### src/rtl/pua_pkg.sv
// Purpose: Shared constants for the upper address / general I/O port.
// Assumes: APB with 32-bit data; registers hold 8 bits in the low lane.
// Notes:   Printed offsets are not word aligned, so they are indices.
package pua_pkg;

    // Port width in pins.
    localparam int PUA_WIDTH = 8;

    // Register indices; the byte address is four times the index.
    localparam logic [15:0] PUA_IDX_PULLUP = 16'hFFAD;
    localparam logic [15:0] PUA_IDX_DIR    = 16'hFFB1;
    localparam logic [15:0] PUA_IDX_DATA   = 16'hFFB3;

    // Byte addresses derived from the indices.
    localparam logic [17:0] PUA_ADDR_PULLUP = {PUA_IDX_PULLUP, 2'b00};
    localparam logic [17:0] PUA_ADDR_DIR    = {PUA_IDX_DIR, 2'b00};
    localparam logic [17:0] PUA_ADDR_DATA   = {PUA_IDX_DATA, 2'b00};

    // Values after reset and hardware standby.
    localparam logic [7:0] PUA_RST_PULLUP = 8'h00;
    localparam logic [7:0] PUA_RST_DIR    = 8'h00;
    localparam logic [7:0] PUA_RST_DATA   = 8'h00;

    // Value the direction register shows in mode 1 and on every read.
    localparam logic [7:0] PUA_DIR_ONES = 8'hFF;

    // Operating mode codes on the mode input.
    localparam logic [1:0] PUA_MODE_EXP_NOROM = 2'h1;
    localparam logic [1:0] PUA_MODE_EXP_ROM   = 2'h2;
    localparam logic [1:0] PUA_MODE_SINGLE    = 2'h3;

endpackage

### src/rtl/pua_port.sv
// Purpose: Eight-pin port carrying upper address or general I/O.
// Assumes: APB slave, 25 MHz pclk, pins synchronised on entry.
// Notes:   Mode and standby inputs come from system logic on pclk.
`timescale 1ns/1ps
module pua_port
    import pua_pkg::*;
#(
    parameter int WIDTH = PUA_WIDTH
)(
    // APB clock and reset.
    input  wire logic              pclk,
    input  wire logic              presetn,
    // APB slave port.
    input  wire logic              psel,
    input  wire logic              penable,
    input  wire logic              pwrite,
    input  wire logic [31:0]       paddr,
    input  wire logic [31:0]       pwdata,
    input  wire logic [3:0]        pstrb,
    output logic      [31:0]       prdata,
    output logic                   pready,
    output logic                   pslverr,
    // Chip mode and standby state.
    input  wire logic [1:0]        mode,
    input  wire logic              hw_standby,
    input  wire logic              sw_standby,
    // Upper address from the bus controller.
    input  wire logic [WIDTH-1:0]  upper_addr,
    // Pins.
    input  wire logic [WIDTH-1:0]  pin_in,
    output logic      [WIDTH-1:0]  pin_out,
    output logic      [WIDTH-1:0]  pin_oe,
    output logic      [WIDTH-1:0]  pullup_on
);

    ////////////////////////////////////////////////////////////////////
    // Registers and synchronisers.

    logic [WIDTH-1:0] pin_direction;      // Stored direction bits.
    logic [WIDTH-1:0] pin_output_data;    // Output data register.
    logic [WIDTH-1:0] pin_pullup_enable;  // Pull-up enables.
    logic [WIDTH-1:0] next_pin_direction;
    logic [WIDTH-1:0] next_pin_output_data;
    logic [WIDTH-1:0] next_pin_pullup_enable;
    logic [WIDTH-1:0] pin_meta;           // First synchroniser stage.
    logic [WIDTH-1:0] pin_sync;           // Second synchroniser stage.
    logic [WIDTH-1:0] read_bits;          // Per-pin port readback.
    logic [31:0]      next_prdata;        // Read data for this access.
    logic             next_pslverr;       // Error flag for this access.
    logic             in_reset;           // Held high until first edge.
    logic             wr_en;              // Write takes effect this edge.
    logic             rd_en;              // Read data captured this edge.
    logic             addr_hit;           // Address maps to a register.

    ////////////////////////////////////////////////////////////////////
    // APB decode. The slave answers in the access phase with no wait.

    always_comb begin
        pready   = 1'b1;
        wr_en    = psel && penable && pwrite;
        rd_en    = psel && !penable && !pwrite;
        addr_hit = (paddr[17:0] == PUA_ADDR_PULLUP) ||
                   (paddr[17:0] == PUA_ADDR_DIR) ||
                   (paddr[17:0] == PUA_ADDR_DATA);
        addr_hit = addr_hit && (paddr[31:18] == 14'h0000);
    end

    // Next register values; standby clears, software standby changes nothing.
    always_comb begin
        next_pin_direction     = pin_direction;
        next_pin_output_data   = pin_output_data;
        next_pin_pullup_enable = pin_pullup_enable;
        if (hw_standby) begin
            next_pin_direction     = PUA_RST_DIR;
            next_pin_output_data   = PUA_RST_DATA;
            next_pin_pullup_enable = PUA_RST_PULLUP;
        end else if (wr_en && pstrb[0] && addr_hit) begin
            // Software standby makes no change here.
            if (paddr[17:0] == PUA_ADDR_DIR &&
                mode != PUA_MODE_EXP_NOROM) begin
                next_pin_direction = pwdata[WIDTH-1:0];
            end
            if (paddr[17:0] == PUA_ADDR_DATA) begin
                next_pin_output_data = pwdata[WIDTH-1:0];
            end
            if (paddr[17:0] == PUA_ADDR_PULLUP) begin
                next_pin_pullup_enable = pwdata[WIDTH-1:0];
            end
        end
    end

    // Register the state; asynchronous reset loads constants only.
    always_ff @(posedge pclk or negedge presetn) begin
        if (!presetn) begin
            pin_direction     <= PUA_RST_DIR;
            pin_output_data   <= PUA_RST_DATA;
            pin_pullup_enable <= PUA_RST_PULLUP;
            in_reset          <= 1'b1;
        end else begin
            pin_direction     <= next_pin_direction;
            pin_output_data   <= next_pin_output_data;
            pin_pullup_enable <= next_pin_pullup_enable;
            in_reset          <= 1'b0;
        end
    end

    ////////////////////////////////////////////////////////////////////
    // Pin input synchroniser, two flops per pin.

    always_ff @(posedge pclk or negedge presetn) begin
        if (!presetn) begin
            pin_meta <= '0;
            pin_sync <= '0;
        end else begin
            pin_meta <= pin_in;
            pin_sync <= pin_meta;
        end
    end

    ////////////////////////////////////////////////////////////////////
    // One pin cell per port pin.

    for (genvar i = 0; i < WIDTH; i++) begin : g_pin
        pua_pin_cell u_cell (
            .mode       (mode),
            .hw_standby (hw_standby),
            .in_reset   (in_reset),
            .dir_bit    (pin_direction[i]),
            .data_bit   (pin_output_data[i]),
            .pullup_bit (pin_pullup_enable[i]),
            .addr_bit   (upper_addr[i]),
            .pin_sync   (pin_sync[i]),
            .pin_out    (pin_out[i]),
            .pin_oe     (pin_oe[i]),
            .pullup_on  (pullup_on[i]),
            .read_bit   (read_bits[i])
        );
    end

    ////////////////////////////////////////////////////////////////////
    // Read data, captured in the setup cycle, held in the access phase.

    always_comb begin
        next_prdata  = prdata;
        next_pslverr = 1'b0;
        if (rd_en) begin
            next_prdata = 32'h0000_0000;
            if (!addr_hit) begin
                next_pslverr = 1'b0;
            end else if (paddr[17:0] == PUA_ADDR_DIR) begin
                next_prdata[WIDTH-1:0] = PUA_DIR_ONES;
            end else if (paddr[17:0] == PUA_ADDR_DATA) begin
                next_prdata[WIDTH-1:0] = read_bits;
            end else begin
                next_prdata[WIDTH-1:0] = pin_pullup_enable;
            end
        end
        if (psel && !penable) begin
            next_pslverr = !addr_hit;
        end else if (psel && penable) begin
            next_pslverr = pslverr;
        end
    end

    // Register read data and error flag.
    always_ff @(posedge pclk or negedge presetn) begin
        if (!presetn) begin
            prdata  <= 32'h0000_0000;
            pslverr <= 1'b0;
        end else begin
            prdata  <= next_prdata;
            pslverr <= next_pslverr;
        end
    end

endmodule

### src/rtl/pua_pin_cell.sv
// Purpose: One port pin: output select, enable, pull-up and readback.
// Assumes: Pin input already synchronised by the caller.
// Notes:   Purely combinational; one instance per pin.
`timescale 1ns/1ps
module pua_pin_cell
    import pua_pkg::*;
(
    // Mode and standby state.
    input  wire logic [1:0] mode,
    input  wire logic       hw_standby,
    input  wire logic       in_reset,
    // Register bits for this pin.
    input  wire logic       dir_bit,
    input  wire logic       data_bit,
    input  wire logic       pullup_bit,
    // Address bit and pin level.
    input  wire logic       addr_bit,
    input  wire logic       pin_sync,
    // Pin drive and readback.
    output logic            pin_out,
    output logic            pin_oe,
    output logic            pullup_on,
    output logic            read_bit
);

    // Mode 1 fixes direction at one; other modes use the stored bit.
    logic eff_dir;  // Effective direction of this pin.

    always_comb begin
        eff_dir = (mode == PUA_MODE_EXP_NOROM) ? 1'b1 : dir_bit;
    end

    // Drive selection per mode; hardware standby floats every pin.
    always_comb begin
        pin_out = 1'b0;
        pin_oe  = 1'b0;
        if (!hw_standby && !in_reset) begin
            unique case (mode)
                PUA_MODE_EXP_NOROM: begin
                    pin_out = addr_bit;
                    pin_oe  = 1'b1;
                end
                PUA_MODE_EXP_ROM: begin
                    pin_out = addr_bit;
                    pin_oe  = dir_bit;
                end
                PUA_MODE_SINGLE: begin
                    pin_out = data_bit;
                    pin_oe  = dir_bit;
                end
                default: begin
                    // Undefined mode code leaves the pin floating.
                    pin_out = 1'b0;
                    pin_oe  = 1'b0;
                end
            endcase
        end
        // Otherwise, as in reset, every pin floats with its driver off.
    end

    // Pull-up on only in modes 2 and 3, for an input with its bit set.
    always_comb begin
        pullup_on = 1'b0;
        if (!hw_standby && !in_reset &&
            (mode == PUA_MODE_EXP_ROM || mode == PUA_MODE_SINGLE)) begin
            pullup_on = pullup_bit && !dir_bit;
        end
    end

    // Output pins read back the data register; inputs read the pin.
    always_comb begin
        read_bit = eff_dir ? data_bit : pin_sync;
    end

endmodule

### config.mk
export PLATFORM = sky130hd
export DESIGN_NAME = pua_port
export DESIGN_NICKNAME = d
export VERILOG_FILES = /design/src/rtl/pua_pkg.sv /design/src/rtl/pua_port.sv /design/src/rtl/pua_pin_cell.sv
export SDC_FILE = /design/constraint.sdc
export NUM_CORES = 1
export LEC_CHECK = 0
export BUFFER_PORTS_ARGS = -buffer_cell sky130_fd_sc_hd__buf_2
export CAP_MARGIN = 20
export CORE_AREA = 2 2 83 85
export CTS_BUF_LIST = sky130_fd_sc_hd__clkbuf_16
export CTS_CLUSTER_SIZE = 25
export DETAILED_ROUTE_END_ITERATION = 7
export DIE_AREA = 0 0 85 87
export GPL_TIMING_DRIVEN = 0
export PLACE_DENSITY = 0.82
export SLEW_MARGIN = 5
export SYNTH_ARGS = -nofsm -noshare
export SYNTH_HDL_FRONTEND = slang
export SYNTH_SLANG_ARGS = --single-unit
### constraint.sdc
create_clock -name pclk -period 3.9 [get_ports pclk]
set_input_delay 1.17 -clock pclk [delete_from_list [all_inputs] [get_ports pclk]]
set_output_delay 1.17 -clock pclk [all_outputs]
set_load 0.005 [all_outputs]
* After elaboration in Yosys (flattened, before gate mapping) *
Index checks and enable logic that the tools add are counted.

word-level totals
  flip-flop bits (word level) = 50
  input port bits = 93
  output and inout bits = 58
  logic and storage cells = 130

operators by class
  mux-type cells = 70
  eq/ne operators = 8
  reductions and logical operators = 44

operators with widths
  cell                                                                      count
  8-bit 2-to-1 mux                                                          12
  18-bit == test (second input constant)                                    3
  1-bit 2-to-1 mux                                                          42
  1-bit one-hot mux with 2 select lines                                     16
  1-bit logical AND                                                         18
  14-bit zero test                                                          1
  1-bit zero test                                                           13
  2-bit nonzero test                                                        4
  2-bit AND reduction                                                       3
  2-bit == test (second input constant)                                     2
  2-bit by 1-bit inequality test with 1-bit output (second input constant)  2
  2-bit OR reduction                                                        2
  1-bit logical OR                                                          3
  2-bit by 1-bit == test with 1-bit output (second input constant)          1

* Depth between registers and ports, before layout *
Gate-level depths: netlist (run 1).

  word-level depth = 7
  depth in mapped cells = 9
  mapped depth without buffers = 7

* Cells and area by module *
A second synthesis (run 1) with hierarchy kept.

unflattened totals
  cell total of the unflattened synthesis = 296
  area total of the unflattened synthesis = 3264.4 um^2

by module, submodules not included
  module        sequential area each (um^2)  cells an instance  times used  area each (um^2)
  pua_port      1252.5                       184                1           2273.4
  pua_pin_cell  0.0                          14                 8           123.9

* Worst setup path before layout (run 1) *
Ideal clock, no wire load.

  path type = input-to-output
  start point = input port hw_standby
  end point = output port pullup_on[0]
  stages = 6
  slack = 0.346 ns
  arrival time = 2.384 ns
  data required time = 2.730 ns
  path buffers = 3
  cell sequence = clkbuf_1 or2_2 clkbuf_1 o21bai_1 nor3b_1 buf_4

on the way
  cells in the longest elaborated chain, start to end = 4

ends and longest elaborated chain
  item                            RTL line            RTL
  start: declaration              pua_port.sv:25      input wire logic hw_standby,
  1-bit zero test                 pua_pin_cell.sv:64  if (!hw_standby && !in_reset &&
  1-bit logical AND (2 in a row)  pua_pin_cell.sv:64
  1-bit 2-to-1 mux                pua_pin_cell.sv:64
  end: declaration                pua_port.sv:33      output logic [WIDTH-1:0] pullup_on

No other way between the ends.

* Worst setup path after layout (run 1) *
  start point = input port hw_standby
  end point = output port pullup_on[4]

The elaborated chain is that of the path after synthesis.

==> results of run 1 <==
-- timing repair --
action | 4_1_cts | 5_1_grt
hold buffers | 0 | 0
setup endpoints to repair | 16 | 7
pin swaps | 0 | 1
resized for setup | 4 | 0
-- layout by cell type, fill, tap and decap left out, drive strengths merged, types with 8 or more instances in the layout --
cell type	Yosys	routed
mux2i	24	24
mux2	8	8
nor2	44	44
a21oi	9	9
clkbuf	10	12
o21ai	8	8
conb	2	26
a22oi	8	8
buf	51	148
nand2	21	21
dfrtp	49	49
nor3b	8	8
-- metal layers --
| layer | global-route usage (%) | share of wire, % |
|---|---|---|
| met4 | 3.32 | 0.31 |
| met2 | 33.2 | 55 |
| met5 | 0 | 0 |
| met3 | 4.36 | 6.0 |
| met1 | 22.2 | 39 |
-- worst max-delay path, delay by kind of cell --
kind                   cells  cell delay [ns]
AND/OR/NAND/NOR            2             0.68
buffers and inverters      3             0.41
AO/OA/AOI/OAI              1             0.27
-- stage by stage --
stage	hold slack, ns	TNS (ns)
finish	0.348	0
floorplan	0.331	0
global route	0.354	0
detailed placement	0.336	-0.939
CTS	0.350	0
global placement	0.331	-0.709
-- worst min-delay path by stage --
| stage | startpoint | end | slack (ns) | cells after the start |
|---|---|---|---|---|
| 3_3_place_gp | pin_meta[1]$_DFF_PN0_ | pin_sync[1]$_DFF_PN0_ | 0.33 | 0 |
| 4_1_cts | pin_meta[6]$_DFF_PN0_ | pin_sync[6]$_DFF_PN0_ | 0.35 | 0 |
| 6_report | pin_meta[5]$_DFF_PN0_ | pin_sync[5]$_DFF_PN0_ | 0.35 | 0 |
| 3_5_place_dp | pin_meta[6]$_DFF_PN0_ | pin_sync[6]$_DFF_PN0_ | 0.34 | 0 |
| 5_1_grt | pin_meta[6]$_DFF_PN0_ | pin_sync[6]$_DFF_PN0_ | 0.35 | 0 |
| 2_1_floorplan | pin_meta[0]$_DFF_PN0_ | pin_sync[0]$_DFF_PN0_ | 0.33 | 0 |
-- flip-flops by register name, indices dropped and copies added, names as in the netlist --
register and flops:
pin_direction 8, pslverr 1, prdata 8, pin_sync 8, pin_meta 8, in_reset 1, pin_pullup_enable 8, pin_output_data 8
-- power by group --
group          total (mW)  leakage [nW]  internal, mW  switching (mW)
logic               0.138          1.14        0.0691          0.0686
clock network       0.543        0.0915         0.365           0.178
registers           0.532         0.657         0.529         0.00309
total                1.21          1.89         0.963           0.250
-- cell type report --
cell class,instances,share of cell area (%)
Sequential cell,50,33.4
Clock buffer,5,3.34
Tap cell,80,2.67
Inverter,2,0.200
Timing Repair Buffer,97,13.4
Multi-Input combinational cell,195,34.6
Clock inverter,3,1.70
Buffer,58,10.7
-- logic make-up (layout without fill, tap and decap cells) --
group | count (synthesis) | count (layout) | synth area share [%]
AO/OA/AOI/OAI | 34 | 34 | 7.18
flip-flops | 50 | 50 | 43.8
other | 2 | 26 | 0.263
adder cells (fa/ha/maj) | 4 | 4 | 1.75
buffers and inverters | 63 | 165 | 14.7
AND/OR/NAND/NOR | 99 | 99 | 20.7
multiplexers | 32 | 32 | 11.6
==> implementation parameters, run 1 <==
Parameter                              Value

Finish
  ANT cells ... 0
  Sequential cell area ... 1250 um^2
  Fill cells ... 576
  Post-layout instance area ... 3750 um^2
  Count of placed standard cells in the final layout, fillers left out ... 490
  Multi-input combinational cell area ... 1300 um^2
  Core Util, Final ... 57.0%
  Final nets ... 506
  Ratio of cells with drive above 1 in the final layout ... 42.9%
  Area Growth Syn to Fin ... 31.1%

Routing
  Via count of the routed design ... 2350
  Via density per instance ... 4.80
  Post-route ant nets ... 0
  Number of design rule violations left after detail routing ... 0
  DR pass1 iterations ... 4
  Detailed router's first-iteration violation count ... 80
  Wirelength per Cell ... 13.9 um
  Wire length after detailed routing ... 6790 um

Synth
  Portion of synthesized cell area occupied by the leading cell type ... 42.9%
  Yosys synthesis warning count ... 0
  Sequential fraction of the synthesis area ... 43.8%
  Distinct cell type count after synthesis ... 33
  Post-Syn Area per Cell ... 10.1 um^2
  Count of flip-flops with a built-in enable after synthesis ... 0
  Leading area contributor after synthesis ... dfrtp_1
  Area of the mapped netlist ... 2860 um^2
  Commonest cells in the netlist ... buf_4, dfrtp_1, nor2_1, mux2i_1, nand2_1
  Largest cells by area after synthesis ... dfrtp_1, buf_4, mux2i_1, nor2_1, nor4_4
  Async S/R FF share, synth ... 100%
  Post-synthesis instance total ... 284
  Synthesized flop and latch total ... 50
  Dominant synthesized flop cell ... dfrtp_1

Clock tree
  Buffer count from post-CTS setup fixing ... 0
  TritonCTS clock tree ... yes
  Clock buffer depth ... 2
  Number of buffers inserted during clock tree synthesis ... 5
  Clock-pin transition on the worst setup and hold timing paths ... 0.06 ns
  H-Tree Level Count ... 2
  Library cell used as clock root buffer ... clkbuf_16
  Worst-skew pair later-pin latency ... 0.28 ns
  Number of clock sinks ... 50

Global route
  Total congestion overflow after global routing ... 0
  Global-route wire length before repair ... 10600 um
  Number of antenna violations at the first check in global routing ... 0
  GRT Total Usage ... 18.2%
  Maximum number of pins on one net before global-route repair ... 51
  Via count of the first global-routing pass ... 2239

Floorplanning
  Core area ... 6570 um^2
  Die ar. ... 7400 um^2
  Floorplan die width ... 85 um
  Height of the die ... 87 um
  Boundary pin count ... 151
  Std cell rows ... 30
  Initial standard-cell utilization of the core ... 43.5%

STA
  Share of the clock period used by the worst path after layout ... 95.1%
  Count of final hold-check violations ... 0
  Max-slew violation total from the final report ... 0
  Slew Limit Headroom ... 45.4%
  Clock skew after layout ... 0.00394 ns
  Worst path setup slack after routing ... 0.191 ns
  Shortest period the worst path allows ... 3.71 ns
  RSZ-0062 raised after global routing ... no
  Transition time at the pin with the least slew margin ... 0.813 ns
  Highest clock frequency the design can meet ... 270 MHz
  Final count of negative-setup-slack endpoints ... 0

Placement
  Hpwl dp ... 5310 um
  Placed instance area ... 3530 um^2
  Input/output buffers ... 96
  Cell count after placement ... 484
  Last weighted congestion value of the routability-driven placer ... 0.796
  Worst Setup Slack post-DPL ... -0.168 ns

Worst setup path
  Crit path capture ... pullup_on[4]
  Delay of the slowest cell on the worst path ... 0.41 ns
  Cell depth of the worst flop-to-flop path ... 4
  CP Data Required Time ... 2.73 ns
  Type of destination of the critical path ... output port
  Critical R2R Capture ... prdata[2]$_DFFE_PN0P_
  Crit path max fanout ... 9
  Register-to-register setup slack ... 2.62 ns
  Cell breakdown of the critical path ... clkbuf_1 > or2_2 > o21bai_4 > nor3b_1 > buf_4 > buf_2
  Kind of critical path ... primary input to output port
  Nature of the critical path startpoint ... primary input
  Critical path startpoint ... hw_standby
  Reg-to-Reg Start ... pin_direction[2]$_DFFE_PN0P_
  Slowest cell on crit path ... or2_2
  Data arrival at the endpoint of the critical path ... 2.54 ns

Power
  Power per Cell Area ... 324 nW/um^2
  Total power ... 1.21 mW
  Pleak ... 1.89 nW
  Worst IR Drop VDD ... 0.000262 V

Run
  Max Cap Violations ... 0

Hold path
  Tightest Hold Check Type ... register to register

Outcome
  Run status ... completed
(Power assumes the default switching activity.)
==> inputs of run 2 (changes only) <==
Settings changed: CTS_BUF_LIST sky130_fd_sc_hd__clkbuf_16 to default, CTS_CLUSTER_DIAMETER from default to 40.
==> implementation parameters, run 2 (synthesized netlist as in run 1, its figures left out) <==
Parameter                              Value

Worst setup path
  Data arrival at the endpoint of the critical path ... 2.52 ns
  Nature of the critical path startpoint ... primary input
  Crit path max fanout ... 11
  Type of destination of the critical path ... output port
  Kind of critical path ... primary input to output port
  CP Data Required Time ... 2.73 ns

Run
  Max Cap Violations ... 0

Finish
  Area Growth Syn to Fin ... 29.7%
  Sequential cell area ... 1250 um^2
  Final nets ... 506
  Count of placed standard cells in the final layout, fillers left out ... 490
  Ratio of cells with drive above 1 in the final layout ... 43.4%
  Multi-input combinational cell area ... 1300 um^2
  Post-layout instance area ... 3710 um^2
  Most common library cell in the layout ignoring fill and taps ... buf_2
  Fill cells ... 587
  ANT cells ... 0
  Core Util, Final ... 56.4%
  Commonest cells after routing, fill and taps aside ... buf_2, buf_4, dfrtp_1

STA
  Aggregate negative setup slack ... 0 ns
  Transition time at the pin with the least slew margin ... 0.823 ns
  Count of final hold-check violations ... 0
  Share of the clock period used by the worst path after layout ... 94.5%
  Max-slew violation total from the final report ... 0
  Final count of negative-setup-slack endpoints ... 0
  Worst path setup slack after routing ... 0.213 ns
  RSZ-0062 raised after global routing ... no
  Fin Hold WS ... 0.354 ns
  Clock skew after layout ... 0.0116 ns
  Highest clock frequency the design can meet ... 271 MHz
  Slew Limit Headroom ... 44.8%
  Shortest period the worst path allows ... 3.69 ns

Global route
  GRT Total Usage ... 17.8%
  Via count of the first global-routing pass ... 2222
  Number of antenna violations at the first check in global routing ... 0
  Total congestion overflow after global routing ... 0
  Global-route wire length before repair ... 10400 um
  Maximum number of pins on one net before global-route repair ... 51

Placement
  Hpwl dp ... 5310 um
  Input/output buffers ... 96
  Placed instance area ... 3530 um^2
  Last weighted congestion value of the routability-driven placer ... 0.796
  Cell count after placement ... 484
  Worst Setup Slack post-DPL ... -0.168 ns

Clock tree
  Clock-pin transition on the worst setup and hold timing paths ... 0.09 ns
  H-Tree Level Count ... 2
  Worst-skew pair later-pin latency ... 0.30 ns
  TritonCTS clock tree ... yes
  Library cell used as clock root buffer ... clkbuf_8
  Clock buffer depth ... 2
  Number of buffers inserted during clock tree synthesis ... 5
  Number of clock sinks ... 50
  Hold buffer count at CTS ... 0

Routing
  Via count of the routed design ... 2332
  DR pass1 iterations ... 4
  Wirelength per Cell ... 13.6 um
  Wire length after detailed routing ... 6670 um
  Post-route ant nets ... 0
  Detailed router's first-iteration violation count ... 77
  Number of design rule violations left after detail routing ... 0
  Via density per instance ... 4.76

Floorplanning
  Die ar. ... 7400 um^2
  Height of the die ... 87 um
  Core area ... 6570 um^2
  Initial standard-cell utilization of the core ... 43.5%
  Std cell rows ... 30
  Floorplan die width ... 85 um
  Boundary pin count ... 151

Hold path
  Tightest Hold Check Type ... register to register

Power
  Power per Cell Area ... 300 nW/um^2
  Worst IR Drop VDD ... 0.000349 V
  Pleak ... 1.87 nW
  Total power ... 1.11 mW

Outcome
  Run status ... completed
[run 2: final timing paths]
path,start,endpoint,slack (ns),cells past startpoint
max reg2reg,pin_direction[1]$_DFFE_PN0P_,prdata[1]$_DFFE_PN0P_,2.63,4
min,pin_meta[6]$_DFF_PN0_,pin_sync[6]$_DFF_PN0_,0.35,0
max,mode[1],pin_out[5],0.21,8
max in group asynchronous,presetn,in_reset$_DFF_PN1_,2.60,2
min reg2reg,pin_meta[6]$_DFF_PN0_,pin_sync[6]$_DFF_PN0_,0.35,0
min in group asynchronous,presetn,pin_meta[0]$_DFF_PN0_,0.76,1
[run 2: layout make-up]
cell class                      instances  share of cell area [%]
Sequential cell                        50                    33.8
Timing Repair Buffer                   97                    13.5
Inverter                                2                   0.203
Multi-Input combinational cell        195                    35.1
Clock inverter                          2                    1.62
Buffer                                 58                    10.8
Tap cell                               80                    2.70
Clock buffer                            6                    2.23
[run 2: critical path, cell delays in order]
cell	delay, ns
buf_2	0.20
inv_1	0.10
ha_1	0.18
or3_1	0.29
clkbuf_1	0.20
nor2_1	0.16
buf_4	0.11
buf_2	0.09
[run 2: per-layer routing]
layer | global-route usage [%] | vias to the layer above | wire length [um]
li1 | - | 1143 | -
met1 | 21.1 | 1098 | 2660
met2 | 32.6 | 83 | 3540
met3 | 3.79 | 8 | 409
met4 | 4.62 | 0 | 65
met5 | 0 | - | 0
[run 2: report_power, final]
part           switching [mW]  internal [mW]  leakage, nW
Sequential            0.00305          0.528        0.657
Combinational          0.0680         0.0691         1.14
Clock                   0.169          0.273       0.0714
Total                   0.240          0.870         1.87
[run 2: timing repair]
item / CTS / global route
setup buffers: 0 / 0
cloned: 0 / 0
setup endpoints to repair: 16 / 6
pin swaps: 0 / 1
resized for setup: 3 / 2
==> inputs of run 3 (changes only) <==
Settings changed: BUFFER_PORTS_ARGS -buffer_cell sky130_fd_sc_hd__buf_2 to -buffer_cell sky130_fd_sc_hd__clkbuf_2, MAX_ROUTING_LAYER from default to met4.
==> implementation parameters, run 3 (synthesized netlist as in run 1, its figures left out) <==
Parameter                              Value

Outcome
  Run status ... completed

Worst setup path
  Kind of critical path ... primary input to output port
  Delay of the slowest cell on the worst path ... 0.42 ns
  Top delay family on crit path ... simple AND/OR/NAND/NOR gates
  Register-to-register setup slack ... 2.63 ns
  Critical R2R Capture ... prdata[2]$_DFFE_PN0P_
  Crit path max fanout ... 9
  Cell depth of the worst flop-to-flop path ... 4
  Reg-to-Reg Start ... pin_direction[2]$_DFFE_PN0P_
  Data arrival at the endpoint of the critical path ... 2.57 ns
  Cell breakdown of the critical path ... clkbuf_1 > or2_2 > o21bai_4 > nor3b_2 > buf_4 > clkbuf_2
  Type of destination of the critical path ... output port
  Slowest cell on crit path ... or2_2
  Critical path startpoint ... hw_standby
  Nature of the critical path startpoint ... primary input
  CP Data Required Time ... 2.73 ns
  Buffering stage count on the worst path with inverters included ... 3

Floorplanning
  Boundary pin count ... 151
  Die ar. ... 7400 um^2
  Floorplan die width ... 85 um
  Core area ... 6570 um^2
  Std cell rows ... 30
  Height of the die ... 87 um
  Initial standard-cell utilization of the core ... 43.5%

Global route
  Via count of the first global-routing pass ... 2224
  GRT Total Usage ... 18.6%
  Global-route wire length before repair ... 10600 um
  Maximum number of pins on one net before global-route repair ... 32
  Number of antenna violations at the first check in global routing ... 0
  Total congestion overflow after global routing ... 0

STA
  Slew Limit Headroom ... 42.8%
  RSZ-0062 raised after global routing ... no
  Highest clock frequency the design can meet ... 267 MHz
  Final count of negative-setup-slack endpoints ... 0
  Count of final hold-check violations ... 0
  Max-slew violation total from the final report ... 0
  Aggregate negative setup slack ... 0 ns
  Share of the clock period used by the worst path after layout ... 95.9%
  Transition time at the pin with the least slew margin ... 0.851 ns
  Shortest period the worst path allows ... 3.74 ns
  Clock skew after layout ... 0.00494 ns
  Worst path setup slack after routing ... 0.161 ns

Finish
  Most common library cell in the layout ignoring fill and taps ... clkbuf_2
  Count of placed standard cells in the final layout, fillers left out ... 489
  Area Growth Syn to Fin ... 27.7%
  Post-layout instance area ... 3650 um^2
  ANT cells ... 0
  Ratio of cells with drive above 1 in the final layout ... 43.3%
  Commonest cells after routing, fill and taps aside ... clkbuf_2, buf_4, dfrtp_1
  Final nets ... 506
  Fill cells ... 629

Clock tree
  TritonCTS clock tree ... yes
  Clock buffer depth ... 2
  Clock-pin transition on the worst setup and hold timing paths ... 0.08 ns
  Hold buffer count at CTS ... 0
  Number of clock sinks ... 50
  Number of buffers inserted during clock tree synthesis ... 5
  Worst-skew pair later-pin latency ... 0.30 ns
  Library cell used as clock root buffer ... clkbuf_8
  Buffer count from post-CTS setup fixing ... 0
  H-Tree Level Count ... 2

Hold path
  Tightest Hold Check Type ... register to register
  Start point of the worst hold path ... pin_meta[2]$_DFF_PN0_
  Hold Path Sink ... pin_sync[2]$_DFF_PN0_
  Number of cells on the worst hold path ... 0

Power
  Pleak ... 1.83 nW
  Power per Cell Area ... 260 nW/um^2
  Worst IR Drop VDD ... 0.000219 V
  Total power ... 947 uW

Routing
  Number of design rule violations left after detail routing ... 0
  Detailed router's first-iteration violation count ... 97
  Wirelength per Cell ... 13.6 um
  Via density per instance ... 4.76
  Post-route ant nets ... 0
  Via count of the routed design ... 2326
  DR pass1 iterations ... 6
  Wire length after detailed routing ... 6630 um

Run
  Max Cap Violations ... 0

Placement
  Placed instance area ... 3550 um^2
  Worst Setup Slack post-DPL ... -0.176 ns
  Input/output buffers ... 96
  Last weighted congestion value of the routability-driven placer ... 0.788
  Hpwl dp ... 5330 um
  Cell count after placement ... 485
-- run 3: power breakdown --
part / switching, mW / internal (mW)
Clock: 0.154 / 0.124
Combinational: 0.0690 / 0.0692
Sequential: 0.00309 / 0.528
-- run 3: per-layer routing --
layer	global-route usage, %	vias to the layer above	share of wire [%]
met4	4.91	0	1.2
met1	21.8	1079	39
li1	-	1144	-
met5	-	-	0
met3	3.03	11	6.8
met2	33.1	92	52
-- run 3: final cells by class --
| cell class | count | area (um^2) | share of cell area, % |
|---|---|---|---|
| Timing Repair Buffer | 97 | 500 | 13.7 |
| Multi-Input combinational cell | 195 | 1310 | 35.9 |
| Clock buffer | 7 | 76.3 | 2.09 |
| Sequential cell | 50 | 1250 | 34.3 |
| Inverter | 2 | 7.51 | 0.206 |
| Buffer | 58 | 402 | 11.0 |
| Tap cell | 80 | 100 | 2.74 |
-- run 3: timing repair --
item	in CTS	in global routing
gates resized for setup	3	4
endpoints found under the hold margin	0	0
setup endpoints to repair	16	8
-- run 3: how the worst max path moves through the flow --
stage / depth (start not counted) / to / slack (ns)
4_1_cts: 7 / pullup_on[3] / 0.01
6_report: 6 / pullup_on[0] / 0.16
3_3_place_gp: 7 / pullup_on[0] / -0.17
5_1_grt: 8 / pin_out[6] / 0.03
3_5_place_dp: 7 / pullup_on[0] / -0.18
2_1_floorplan: 6 / pullup_on[0] / 0.35
-- run 3: stage by stage --
step	hold WS (ns)	util, %
4_1_cts	0.355	55.4
2_1_floorplan	0.331	-
3_5_place_dp	0.336	54.0
5_1_grt	0.359	55.6
6_report	0.351	55.6
3_3_place_gp	0.332	53.7
